===== src/logic/drive_defs.svh =====
`ifndef DRIVE_DEFS_SVH
`define DRIVE_DEFS_SVH

// startup configuration byte selectors on the parameter write port
`define SEL_ADDR_LOW        2'h0
`define SEL_BAUD_LOW        2'h1
`define SEL_ADDR_HIGH       2'h2
`define SEL_BAUD_HIGH       2'h3

// reset values of the four startup bytes
`define ADDR_LOW_RESET      8'h3f
`define BAUD_LOW_RESET      8'h84
`define ADDR_HIGH_RESET     8'ha0
`define BAUD_HIGH_RESET     8'h50

// fixed key patterns
`define ADDR_KEY_VALUE      4'ha
`define BAUD_KEY_VALUE      4'h5

// stop method select codes
`define STOP_DECEL          16'h270f
`define STOP_RUNDIR         16'h22b8
`define STOP_COAST_MAX      16'h0064
`define STOP_DIR_MIN        16'h03e8
`define STOP_DIR_MAX        16'h044c

// assembly identifiers
`define IN_ASM_ID_0         8'h46
`define IN_ASM_ID_1         8'h47
`define IN_ASM_ID_6         8'hb0
`define IN_ASM_ID_8         8'h96
`define OUT_ASM_ID_0        8'h14
`define OUT_ASM_ID_1        8'h15
`define OUT_ASM_ID_6        8'h7e
`define OUT_ASM_ID_8        8'h64

// timing
`define CLK_FREQ_HZ         200000000
`define GF_CHECK_TIME_MS    20
`define GF_CHECK_CYCLES     (`CLK_FREQ_HZ / 1000 * `GF_CHECK_TIME_MS)
`define CYCLES_PER_SECOND   `CLK_FREQ_HZ

// alarm code shown while the ground fault alarm stands (arbitrary value)
`define GF_ALARM_CODE       8'h40

`endif


===== src/logic/drive_pkg.sv =====
package drive_pkg;

  typedef struct packed {
    logic [3:0] addr_key;
    logic [1:0] watchdog_timeout_action;
    logic [1:0] network_fault_action;
    logic [1:0] spare;
    logic [5:0] node_address;
  } addr_cfg_t;

  typedef struct packed {
    logic [3:0] baud_key;
    logic       spare_hi;
    logic [3:0] input_assembly;
    logic       spare_lo;
    logic [3:0] output_assembly;
    logic [1:0] baud_rate;
  } baud_cfg_t;

  typedef struct packed {
    logic [5:0] node_address;
    logic [1:0] baud_rate;
    logic [7:0] consumed_asm_id;
    logic [7:0] produced_asm_id;
  } net_active_t;

  typedef enum logic [2:0] {
    ST_IDLE     = 3'b000,
    ST_GF_CHECK = 3'b001,
    ST_RUN      = 3'b010,
    ST_DECEL    = 3'b011,
    ST_HOLD     = 3'b100,
    ST_FAULT    = 3'b101
  } drive_state_t;

endpackage


===== src/logic/drive_start_stop_netcfg.sv =====
// Behaviour
// ground fault check select 0 skips start check, 1 checks at every start; the code skips the check for a start during decel or hold.
// with check enabled, output enable waits about 20 ms after each start.
// fault found during check raises ground fault alarm code, output off.
// stop method select decides how the drive stops when start drops.
// setting 9999 ramps the motor down to standstill on start removal.
// setting 0 to 100 s keeps output that long, then coasts.
// setting 0 shuts output off as quickly as possible.
// setting 8888 makes first input run/stop and second input direction.
// setting 1000 to 1100 decodes as 8888 and coasts after its delay.
// running indication drops when output actually stops.
// start during coasting restarts output frequency from 0 Hz.
// address word is high/low address bytes: key, watchdog, fault, node.
// baud word is high/low baud bytes: key, in asm, out asm, rate.
// watchdog action 0 timeout, 1 auto delete, 2 auto reset, default 0.
// network fault action 0 fault and stop, 1 ignore, default 0.
// input assembly code 0,1,6,8 gives 70,71,176,150; default 1.
// output assembly code 0,1,6,8 gives 20,21,126,100; default 1.
// baud code 0,1,2 is 125, 250, 500 kbps; default 0.
// node address 0 to 63, default 63.
// key fields accept only 1010 address key and 0101 baud key.
// reconnect after disconnection restores watchdog action to 0.
// master normally sets configuration fields over the network link.
// node, baud and assembly apply at network startup only.
// ground fault check runs only right after a start command.
`timescale 1ns/1ps
`include "drive_defs.svh"

module drive_start_stop_netcfg #(
  parameter int unsigned GF_CHECK_CYC = `GF_CHECK_CYCLES,
  parameter int unsigned SEC_CYC      = `CYCLES_PER_SECOND
) (
  // clock and reset
  input  wire logic                  ref_clk,
  input  wire logic                  rst,
  // run command inputs
  input  wire logic                  forward_run_input,
  input  wire logic                  reverse_run_input,
  // settings
  input  wire logic                  ground_fault_check_select,
  input  wire logic [15:0]           stop_method_select,
  // power stage feedback
  input  wire logic                  ground_fault_sense,
  input  wire logic                  motor_standstill,
  input  wire logic                  alarm_reset,
  // startup configuration byte write port
  input  wire logic                  cfg_wr_en,
  input  wire logic [1:0]            cfg_wr_sel,
  input  wire logic [7:0]            cfg_wr_data,
  // network link state
  input  wire logic                  net_connected,
  input  wire logic                  net_startup,
  // drive outputs
  output logic                       output_enable,
  output logic                       reverse_dir,
  output logic                       decel_request,
  output logic                       running,
  output logic                       freq_from_zero,
  output logic                       ground_fault_alarm,
  output logic [7:0]                 ground_fault_alarm_code,
  // configuration readback
  output drive_pkg::addr_cfg_t       addr_cfg_word,
  output drive_pkg::baud_cfg_t       baud_cfg_word,
  output drive_pkg::net_active_t     net_active
);

  drive_pkg::drive_state_t state_reg;
  drive_pkg::drive_state_t state_next;

  logic [7:0]  addr_low_reg;
  logic [7:0]  addr_high_reg;
  logic [7:0]  baud_low_reg;
  logic [7:0]  baud_high_reg;

  logic [31:0] cyc_reg;
  logic [31:0] cyc_next;
  logic [6:0]  sec_reg;
  logic [6:0]  sec_next;

  logic        dir_reg;
  logic        dir_next;
  logic        alarm_reg;
  logic        alarm_next;
  logic        coast_reg;
  logic        coast_next;
  logic        zero_reg;
  logic        zero_next;

  logic        net_lost_reg;
  logic        net_prev_reg;
  drive_pkg::net_active_t active_reg;

  // stop method decode
  wire        mode_decel  = (stop_method_select == `STOP_DECEL);
  wire        mode_coast  = (stop_method_select <= `STOP_COAST_MAX);
  wire        mode_dirdly = (stop_method_select >= `STOP_DIR_MIN) &&
                            (stop_method_select <= `STOP_DIR_MAX);
  wire        mode_rundir = (stop_method_select == `STOP_RUNDIR) || mode_dirdly;
  wire [15:0] dly_full    = mode_dirdly ? (stop_method_select - `STOP_DIR_MIN)
                                        : stop_method_select;
  wire [6:0]  delay_sec   = dly_full[6:0];
  wire        delay_zero  = (delay_sec == 7'h00);
  // a zero delay in either timed range means no hold at all
  wire        hold_entry  = (mode_coast || mode_dirdly) && !delay_zero;

  // command decode
  wire start_std  = forward_run_input ^ reverse_run_input;
  wire dir_std    = reverse_run_input & ~forward_run_input;
  wire start_cmd  = mode_rundir ? forward_run_input : start_std;
  wire dir_cmd    = mode_rundir ? reverse_run_input : dir_std;

  // state decode
  wire in_idle     = (state_reg == drive_pkg::ST_IDLE);
  wire in_run      = (state_reg == drive_pkg::ST_RUN);
  wire in_decel    = (state_reg == drive_pkg::ST_DECEL);
  wire in_hold     = (state_reg == drive_pkg::ST_HOLD);

  // timers
  wire cyc_gf_done = (cyc_reg >= GF_CHECK_CYC - 1);
  wire cyc_sec     = (cyc_reg >= SEC_CYC - 1);
  // the hold ends on the tick that brings the count to the setting, so the output
  // stands exactly the set number of seconds after start drops
  wire [6:0] sec_after_tick = sec_reg + 7'h01;
  wire hold_done   = cyc_sec && (sec_after_tick >= delay_sec);
  // the start event is only taken from idle, so the fault check never runs mid-operation
  wire start_evt   = start_cmd && in_idle;

  // network reconnection
  wire net_rise    = net_connected && !net_prev_reg;

  // sequencer; every stop path ends in idle, though a start during decel or hold goes straight back to run
  always_comb begin
    state_next = state_reg;
    cyc_next   = 32'h0000_0000;
    sec_next   = 7'h00;
    dir_next   = dir_reg;
    alarm_next = alarm_reg;
    coast_next = coast_reg && !motor_standstill;
    zero_next  = zero_reg;

    unique case (state_reg)
      drive_pkg::ST_IDLE: begin
        if (start_evt) begin
          dir_next  = dir_cmd;
          zero_next = coast_reg;
          if (ground_fault_check_select) begin
            state_next = drive_pkg::ST_GF_CHECK;
          end else begin
            state_next = drive_pkg::ST_RUN;
          end
        end
      end

      drive_pkg::ST_GF_CHECK: begin
        // sense is honoured only inside this window; faults while running go unseen
        cyc_next = cyc_reg + 32'h0000_0001;
        if (ground_fault_sense) begin
          alarm_next = 1'b1;
          state_next = drive_pkg::ST_FAULT;
        end else if (!start_cmd) begin
          state_next = drive_pkg::ST_IDLE;
        end else if (cyc_gf_done) begin
          state_next = drive_pkg::ST_RUN;
        end
      end

      drive_pkg::ST_RUN: begin
        // the stop method is fixed on the edge at which start is seen low
        zero_next = 1'b0;
        if (start_cmd) begin
          dir_next = dir_cmd;
        end else if (mode_decel) begin
          state_next = drive_pkg::ST_DECEL;
        end else if (hold_entry) begin
          state_next = drive_pkg::ST_HOLD;
        end else begin
          state_next = drive_pkg::ST_IDLE;
          coast_next = 1'b1;
        end
      end

      drive_pkg::ST_DECEL: begin
        // a new start during the ramp resumes without another fault check
        if (start_cmd) begin
          state_next = drive_pkg::ST_RUN;
          dir_next   = dir_cmd;
        end else if (motor_standstill) begin
          state_next = drive_pkg::ST_IDLE;
        end
      end

      drive_pkg::ST_HOLD: begin
        // output is still on here, so a new start needs no restart from 0 Hz
        cyc_next = cyc_sec ? 32'h0000_0000 : cyc_reg + 32'h0000_0001;
        sec_next = cyc_sec ? sec_reg + 7'h01 : sec_reg;
        if (start_cmd) begin
          state_next = drive_pkg::ST_RUN;
          dir_next   = dir_cmd;
        end else if (hold_done) begin
          state_next = drive_pkg::ST_IDLE;
          coast_next = 1'b1;
        end
      end

      drive_pkg::ST_FAULT: begin
        // output stays off until the alarm is cleared; the motor is left coasting
        if (alarm_reset) begin
          alarm_next = 1'b0;
          state_next = drive_pkg::ST_IDLE;
          coast_next = 1'b1;
        end
      end

      default: begin
        state_next = drive_pkg::ST_IDLE;
      end
    endcase
  end

  // sequencer registers
  always_ff @(posedge ref_clk or posedge rst) begin
    if (rst) begin
      state_reg <= drive_pkg::ST_IDLE;
      cyc_reg   <= 32'h0000_0000;
      sec_reg   <= 7'h00;
      dir_reg   <= 1'b0;
      alarm_reg <= 1'b0;
      coast_reg <= 1'b0;
      zero_reg  <= 1'b0;
    end else begin
      state_reg <= state_next;
      cyc_reg   <= cyc_next;
      sec_reg   <= sec_next;
      dir_reg   <= dir_next;
      alarm_reg <= alarm_next;
      coast_reg <= coast_next;
      zero_reg  <= zero_next;
    end
  end

  // drive outputs; output stays off through the whole check window
  wire out_on = in_run || in_decel || in_hold;

  assign output_enable           = out_on;
  assign running                 = out_on;
  assign decel_request           = in_decel;
  assign reverse_dir             = dir_reg;
  assign freq_from_zero          = zero_reg;
  assign ground_fault_alarm      = alarm_reg;
  assign ground_fault_alarm_code = alarm_reg ? `GF_ALARM_CODE : 8'h00;

  // configuration bytes; key nibbles are forced so only the fixed pattern is held
  wire wr_addr_low  = cfg_wr_en && (cfg_wr_sel == `SEL_ADDR_LOW);
  wire wr_addr_high = cfg_wr_en && (cfg_wr_sel == `SEL_ADDR_HIGH);
  wire wr_baud_low  = cfg_wr_en && (cfg_wr_sel == `SEL_BAUD_LOW);
  wire wr_baud_high = cfg_wr_en && (cfg_wr_sel == `SEL_BAUD_HIGH);
  wire [7:0] addr_high_wr = {`ADDR_KEY_VALUE, cfg_wr_data[3:0]};
  wire [7:0] baud_high_wr = {`BAUD_KEY_VALUE, cfg_wr_data[3:0]};
  // node address above 63 cannot be stored: upper two bits of the low byte are spare
  wire [7:0] addr_low_wr  = {2'h0, cfg_wr_data[5:0]};
  // baud rate code 3 is undefined and is refused, other fields still written
  wire [1:0] baud_wr      = (cfg_wr_data[1:0] == 2'h3) ? baud_low_reg[1:0]
                                                       : cfg_wr_data[1:0];

  // link state history: a rise only counts as a reconnection after a seen loss
  always_ff @(posedge ref_clk or posedge rst) begin
    if (rst) begin
      net_lost_reg <= 1'b0;
      net_prev_reg <= 1'b0;
    end else begin
      net_prev_reg <= net_connected;
      if (net_prev_reg && !net_connected) begin
        net_lost_reg <= 1'b1;
      end else if (net_rise) begin
        net_lost_reg <= 1'b0;
      end
    end
  end

  always_ff @(posedge ref_clk or posedge rst) begin
    if (rst) begin
      addr_low_reg  <= `ADDR_LOW_RESET;
      addr_high_reg <= `ADDR_HIGH_RESET;
      baud_low_reg  <= `BAUD_LOW_RESET;
      baud_high_reg <= `BAUD_HIGH_RESET;
    end else begin
      if (wr_addr_low) begin
        addr_low_reg <= addr_low_wr;
      end

      // reconnection wins over a write to the same byte in that cycle
      if (net_rise && net_lost_reg) begin
        addr_high_reg <= {addr_high_reg[7:4], 2'h0, addr_high_reg[1:0]};
      end else if (wr_addr_high) begin
        addr_high_reg <= addr_high_wr;
      end

      if (wr_baud_low) begin
        baud_low_reg <= {cfg_wr_data[7:2], baud_wr};
      end

      if (wr_baud_high) begin
        baud_high_reg <= baud_high_wr;
      end
    end
  end

  assign addr_cfg_word = {addr_high_reg, addr_low_reg};
  assign baud_cfg_word = {baud_high_reg, baud_low_reg};

  // assembly code lookup; unlisted codes fall back to the default code 1
  function automatic logic [7:0] in_asm_id(input logic [3:0] code);
    unique case (code)
      4'h0:    in_asm_id = `IN_ASM_ID_0;
      4'h6:    in_asm_id = `IN_ASM_ID_6;
      4'h8:    in_asm_id = `IN_ASM_ID_8;
      default: in_asm_id = `IN_ASM_ID_1;
    endcase
  endfunction

  function automatic logic [7:0] out_asm_id(input logic [3:0] code);
    unique case (code)
      4'h0:    out_asm_id = `OUT_ASM_ID_0;
      4'h6:    out_asm_id = `OUT_ASM_ID_6;
      4'h8:    out_asm_id = `OUT_ASM_ID_8;
      default: out_asm_id = `OUT_ASM_ID_1;
    endcase
  endfunction

  wire [7:0] consumed_id = in_asm_id(baud_cfg_word.input_assembly);
  wire [7:0] produced_id = out_asm_id(baud_cfg_word.output_assembly);

  // link settings are sampled only at startup so a live write cannot move the node
  always_ff @(posedge ref_clk or posedge rst) begin
    if (rst) begin
      active_reg <= {6'h3f, 2'h0, `IN_ASM_ID_1, `OUT_ASM_ID_1};
    end else if (net_startup) begin
      active_reg <= {addr_cfg_word.node_address, baud_cfg_word.baud_rate,
                     consumed_id, produced_id};
    end
  end

  assign net_active = active_reg;

endmodule // drive_start_stop_netcfg


===== config.mk =====
export PLATFORM = sky130hd
export DESIGN_NAME = drive_start_stop_netcfg
export DESIGN_NICKNAME = d
export VERILOG_FILES = /design/src/logic/drive_pkg.sv /design/src/logic/drive_start_stop_netcfg.sv
export VERILOG_INCLUDE_DIRS = /design/src /design/src/logic
export SDC_FILE = /design/constraint.sdc
export NUM_CORES = 1
export LEC_CHECK = 0
export ABC_CLOCK_PERIOD_IN_PS = 3200
export BUFFER_PORTS_ARGS = -buffer_cell sky130_fd_sc_hd__buf_2
export CAP_MARGIN = 20
export CORE_MARGIN = 4
export CORE_UTILIZATION = 55
export DETAILED_ROUTE_END_ITERATION = 10
export GPL_TIMING_DRIVEN = 0
export PLACE_DENSITY = 0.81
export SYNTH_ARGS = -nofsm -noshare
export SYNTH_HDL_FRONTEND = slang
export SYNTH_SLANG_ARGS = --single-unit

===== constraint.sdc =====
create_clock -name ref_clk -period 3.2 [get_ports ref_clk]
set_clock_uncertainty 0.15 [all_clocks]
set_input_delay 0.32 -clock ref_clk [delete_from_list [all_inputs] [get_ports ref_clk]]
set_output_delay 0.32 -clock ref_clk [all_outputs]
set_load 0.01 [all_outputs]

## Word-level counts from Yosys, hierarchy flattened

Index checks and enable logic that the tools add are counted.

- $add $sub $neg: 3
- Magnitude comparators: 6
- Equal/unequal tests: 24
- Multiplexer cells: 43
- Bitwise operators: 5
- Reductions and logical operators: 37

Operator list:

| cell | count |
|---|---|
| one-hot mux 32 bit (2 select lines) | 1 |
| two-way mux 3 bit | 12 |
| adder 32 x 1 -> 32 bit, second input constant | 1 |
| == test 16 x 14 -> 1 bit, second input constant | 2 |
| greater-or-equal comparator 32 x 22 -> 1 bit, second input constant | 1 |
| greater-or-equal comparator 32 x 28 -> 1 bit, second input constant | 1 |
| two-way mux 32 bit | 1 |
| two-way mux 7 bit | 4 |
| one-hot mux 8 bit (3 select lines) | 1 |
| one-hot mux 7 bit (3 select lines) | 1 |
| one-hot mux 3 bit (6 select lines) | 1 |
| greater-or-equal comparator 16 x 10 -> 1 bit, second input constant | 1 |
| <= comparator 16 x 11 -> 1 bit, second input constant | 1 |
| <= comparator 16 x 7 -> 1 bit, second input constant | 1 |
| two-way mux 1 bit | 15 |
| logical AND 1 bit | 12 |
| nonzero test 2 bit | 5 |
| == test 4 x 3 -> 1 bit, second input constant | 2 |
| == test 4 bit, second input constant | 2 |
| zero test 4 bit | 2 |
| two-way mux 4 bit | 2 |
| adder 7 x 1 -> 7 bit, second input constant | 1 |
| greater-or-equal comparator 7 bit | 1 |
| zero test 7 bit | 1 |
| other kinds (25) | 46 |

- Flip-flop bits (word level): 94
- Output and inout bits: 70

## Longest topological paths before layout

- Word-level depth: 10
- Depth in mapped cells: 13
- Mapped depth without buffers: 13

## Least setup slack after synthesis

Ideal clock, no wire load.

- Path type: input port to flip-flop
- From: input stop_method_select[12]
- To: register state_reg[0]
- Library setup time: 0.128 ns
- Arrival time: 2.961 ns
- Path slack: -0.039 ns
- Stages on the path: 12
- Path buffers: 0
- Path through: or4_1 > nor4b_1 > a21o_1 > o211ai_1 > ha_1 > a21oi_1 > and3_1 > o21ai_0 > o2111ai_1 > nand3_1 > a21boi_4 > mux2_1

- Cells in the longest elaborated chain, start to end: 7

RTL lines:

| element | RTL line | RTL |
|---|---|---|
| start: declaration | drive_start_stop_netcfg.sv:41 | `input wire logic [15:0] stop_method_select,` |
| greater-or-equal comparator 16 x 10 -> 1 bit (no line) or <= comparator 16 x 11 -> 1 bit (tied branches) | -- |  |
| logical AND 1 bit | drive_start_stop_netcfg.sv:96 | `` wire mode_dirdly = (stop_method_select >= `STOP_DIR_MIN) && `` |
| two-way mux 7 bit or logical OR 1 bit (tied branches) | drive_start_stop_netcfg.sv:99, drive_start_stop_netcfg.sv:98 |  |
| greater-or-equal comparator 7 bit or two-way mux 1 bit (tied branches) | drive_start_stop_netcfg.sv:124, drive_start_stop_netcfg.sv:109 |  |
| logical AND 1 bit (tied with other cells) | drive_start_stop_netcfg.sv:124 | `wire hold_done = cyc_sec && (sec_after_tick >= delay_sec);` |
| != test 3 x 2 -> 1 bit (no line) (tied with other cells) | -- |  |
| AND reduction 6 bit (no line) or one-hot mux 3 bit (6 select lines) (tied branches) | -- |  |
| end signal: assignment | drive_start_stop_netcfg.sv:223 | `state_reg <= drive_pkg::ST_IDLE;` |
| end signal: assignment | drive_start_stop_netcfg.sv:231 | `state_reg <= state_next;` |
| end: declaration | drive_start_stop_netcfg.sv:67 | `drive_pkg::drive_state_t state_reg;` |

Several ways; a longest one is shown, not always the timed one. The select of a mux whose other input is x is not followed.
A chain may end at the register's enable or synchronous reset.

## Worst setup path after layout

- From: register sec_reg[0]
- To: register state_reg[0]

- Cells in the longest elaborated chain, start to end: 5

RTL lines:

| element | RTL line | RTL |
|---|---|---|
| start: declaration | drive_start_stop_netcfg.sv:77 | `logic [6:0] sec_reg;` |
| start signal: assignment | drive_start_stop_netcfg.sv:233 | `sec_reg <= sec_next;` |
| adder 7 x 1 -> 7 bit | drive_start_stop_netcfg.sv:123 | `wire [6:0] sec_after_tick = sec_reg + 7'h01;` |
| greater-or-equal comparator 7 bit | drive_start_stop_netcfg.sv:124 |  |
| logical AND 1 bit | drive_start_stop_netcfg.sv:124 |  |
| != test 3 x 2 -> 1 bit (no line) | -- |  |
| AND reduction 6 bit (no line) | -- |  |

Every way passes these cells.

==> impl_metrics.json <==
{
  "crit_path_cell_trace": "ha_2, nand3_1, or2_2, xnor2_1, ha_1, a21oi_1, and3_1, o21ai_2, o2111ai_1, nand3_1, a21boi_4, mux2_1",
  "status": "completed",
  "yosys_warnings": 0,
  "io_pins": 107,
  "drc": 0,
  "synth_most_common_cell": "nor2_1",
  "nNetsFinal": 671,
  "port_buffers": 86,
  "dpl.hpwl_um": 7989,
  "hold_viol_final": 0,
  "die_w_um": 102.2,
  "syn-mean-instance-area_um2": 9.759,
  "largest_reg_flops": 32,
  "postSynthCellCount": 500,
  "cp.buffers_inverters": 0,
  "cp_max_fo": 4,
  "tightest_slew_ns": 1.008,
  "clk_pin_slew_worst_paths_ns": 0.09,
  "clock_latency_ns": 0.36,
  "synth_area_leaders": "dfrtp_1, dfstp_2, mux2_2",
  "core_um2": 8678,
  "required_ns": 3.30,
  "cp_top_family": "simple AND/OR/NAND/NOR gates",
  "fin_crit_sh_pct": 94.59,
  "slew_viol_final": 0,
  "utilization_pct": 66.90,
  "crit_type": "reg2reg",
  "setup_viol": 0,
  "synth_top_area_cell": "dfrtp_1",
  "drive_gt1_share_pct": 30.83,
  "vdd_drop_max_mv": 0.3957,
  "fmax_mhz": 330.4,
  "start_util_pct": 56.23,
  "synth_flop_cell": "dfrtp_1",
  "place_area_um2": 5549,
  "root_buffer": "clkbuf_8",
  "wirelength_um": 10860,
  "tns_ns": 0,
  "clock_path_buffers": 2,
  "netlist_area_um2": 4880,
  "synth_cell_types": 61,
  "grt_pass1_wl_um": 17870,
  "slew_headroom_pct": 32.64,
  "ant_nets": 0,
  "drv_cap": 0,
  "ys_top_cells_by_count": "nor2_1, dfrtp_1, mux2_2, nand2_1, nand3_1",
  "row_count": 34,
  "grt_pass1_vias": 3826,
  "seq_area_frac_synth_pct": 45.10,
  "cp-start-kind": "register",
  "n_antenna_cell": 0,
  "crit_arrival_ns": 3.13,
  "routed_via_density": 5.386,
  "period_needed_ns": 3.027,
  "power_density_nw_per_um2": 523.7,
  "grt_antenna_before_repair": 0,
  "synth_edf_count": 0,
  "vias": 3953,
  "final_design_area_no_fill_um2": 5806,
  "post_drt_wl_per_cell_um": 14.79,
  "gp_congestion": 0.8986,
  "grt.total_usage_pct": 21.35,
  "endpoint_kind": "register",
  "clock-sinks": 87,
  "gr-total-overflow": 0,
  "die_h_um": 102.2,
  "grt_start_max_net_pins": 71,
  "syn_to_final_growth_pct": 18.97,
  "cp_common_cell": "nand3_1",
  "cts-buffers-inserted": 9,
  "tritoncts": "done",
  "worst_path_max_delay_cell": "dfrtp_1",
  "netlist.area_leader.share_pct": 34.87,
  "p_leak_nw": 2.715,
  "synth-seq-cells": 87,
  "htree_num_levels": 3,
  "hold_path_class": "in2reg",
  "first_pass_iters": 4,
  "slowest_delay_ns": 0.42,
  "dieArea_um2": 10440,
  "drt_iter0_drc": 173,
  "async_flop_share_pct": 100.0
}
[through the flow]
step | total power, mW | setup WS (ns) | hold WS [ns] | cells
2_1_floorplan | 1.955 | 0.02739 | 0.2014 | 518
4_1_cts | 3.042 | 0.06606 | 0.02537 | 731
6_report | 3.040 | 0.1730 | 0.03352 | 734
5_1_grt | 3.219 | -0.008699 | 0.03462 | 734
3_3_place_gp | 2.243 | -0.4099 | 0.3146 | 712
3_5_place_dp | 2.276 | -0.4209 | 0.1400 | 713
[cell usage in the layout, fill, tap and decap left out, types with 3 or more instances in the layout]
cell type  instances
ha_1              12
or4_1              3
and2_1             5
nor4_1             4
o211ai_1           3
xnor2_1           16
mux2i_1            5
or2_2              3
dfrtp_1           68
clkinv_4           3
dfstp_2           19
nor2_1            71
and3_1            13
clkbuf_1          14
nand3b_1           5
and4_1             4
inv_1             14
nand2b_1           4
xor2_1            24
a21o_1             5
conb_1            20
a31oi_1            4
clkbuf_8           9
nand2_1           29
nor3_1             4
buf_4             28
mux2_2            29
nand4_1            8
o21a_1             3
or3_1              4
o21ai_0           15
a21oi_1           14
nor2b_1            3
nand3_1           28
buf_2             88
[routing by layer]
metal,wire (um),vias up,GRT usage [%]
met5,0,-,0
met1,4626,1914,27.02
met3,430,16,3.481
li1,-,1947,-
met2,5617,76,37.08
met4,184,0,7.568
[cell type report]
cell class | instances | area (um2)
Buffer | 40 | 249.0
Inverter | 15 | 58.81
Clock inverter | 6 | 70.07
Fill cell | 713 | 2873
Sequential cell | 87 | 2201
Multi-Input combinational cell | 376 | 2466
Timing Repair Buffer | 92 | 498.0
Clock buffer | 10 | 127.6
Tap cell | 108 | 135.1
[what timing repair did]
action                                 in CTS  in global routing
endpoints found under the hold margin      17                  0
buffers inserted                            0                  2
pin swaps                                   0                  1
gates cloned                                0                  0
setup endpoints to repair                   1                  1
hold buffers                                2                  0
resized for setup                           1                  4
[power breakdown]
group / total (mW) / internal [mW] / switching (mW)
Sequential: 1.38 / 1.27 / 0.104
Clock: 0.768 / 0.367 / 0.402
Combinational: 0.895 / 0.381 / 0.514
Total: 3.04 / 2.02 / 1.02
[cells by family after synthesis]
| family | synth area share (%) |
|---|---|
| multiplexers | 7.949 |
| XOR/XNOR | 7.179 |
| adder cells (fa/ha/maj) | 3.333 |
| AO/OA/AOI/OAI | 9.821 |
| buffers and inverters | 6.256 |
| AND/OR/NAND/NOR | 20.21 |
| other | 0.1539 |
| flip-flops | 45.10 |
[final timing paths]
path | from | to | slack, ns | depth (start not counted)
max | sec_reg[0] | state_reg[0] | 0.17 | 12
min | cfg_wr_data[6] | baud_low_reg[6] | 0.03 | 2
max reg2reg | sec_reg[0] | state_reg[0] | 0.17 | 12
min reg2reg | cyc_reg[0] | cyc_reg[0] | 0.34 | 1
max in group asynchronous | rst | addr_low_reg[2] | 1.94 | 4
min in group asynchronous | rst | baud_low_reg[6] | 0.32 | 3
No activity file was read; power rests on OpenSTA's default activity.
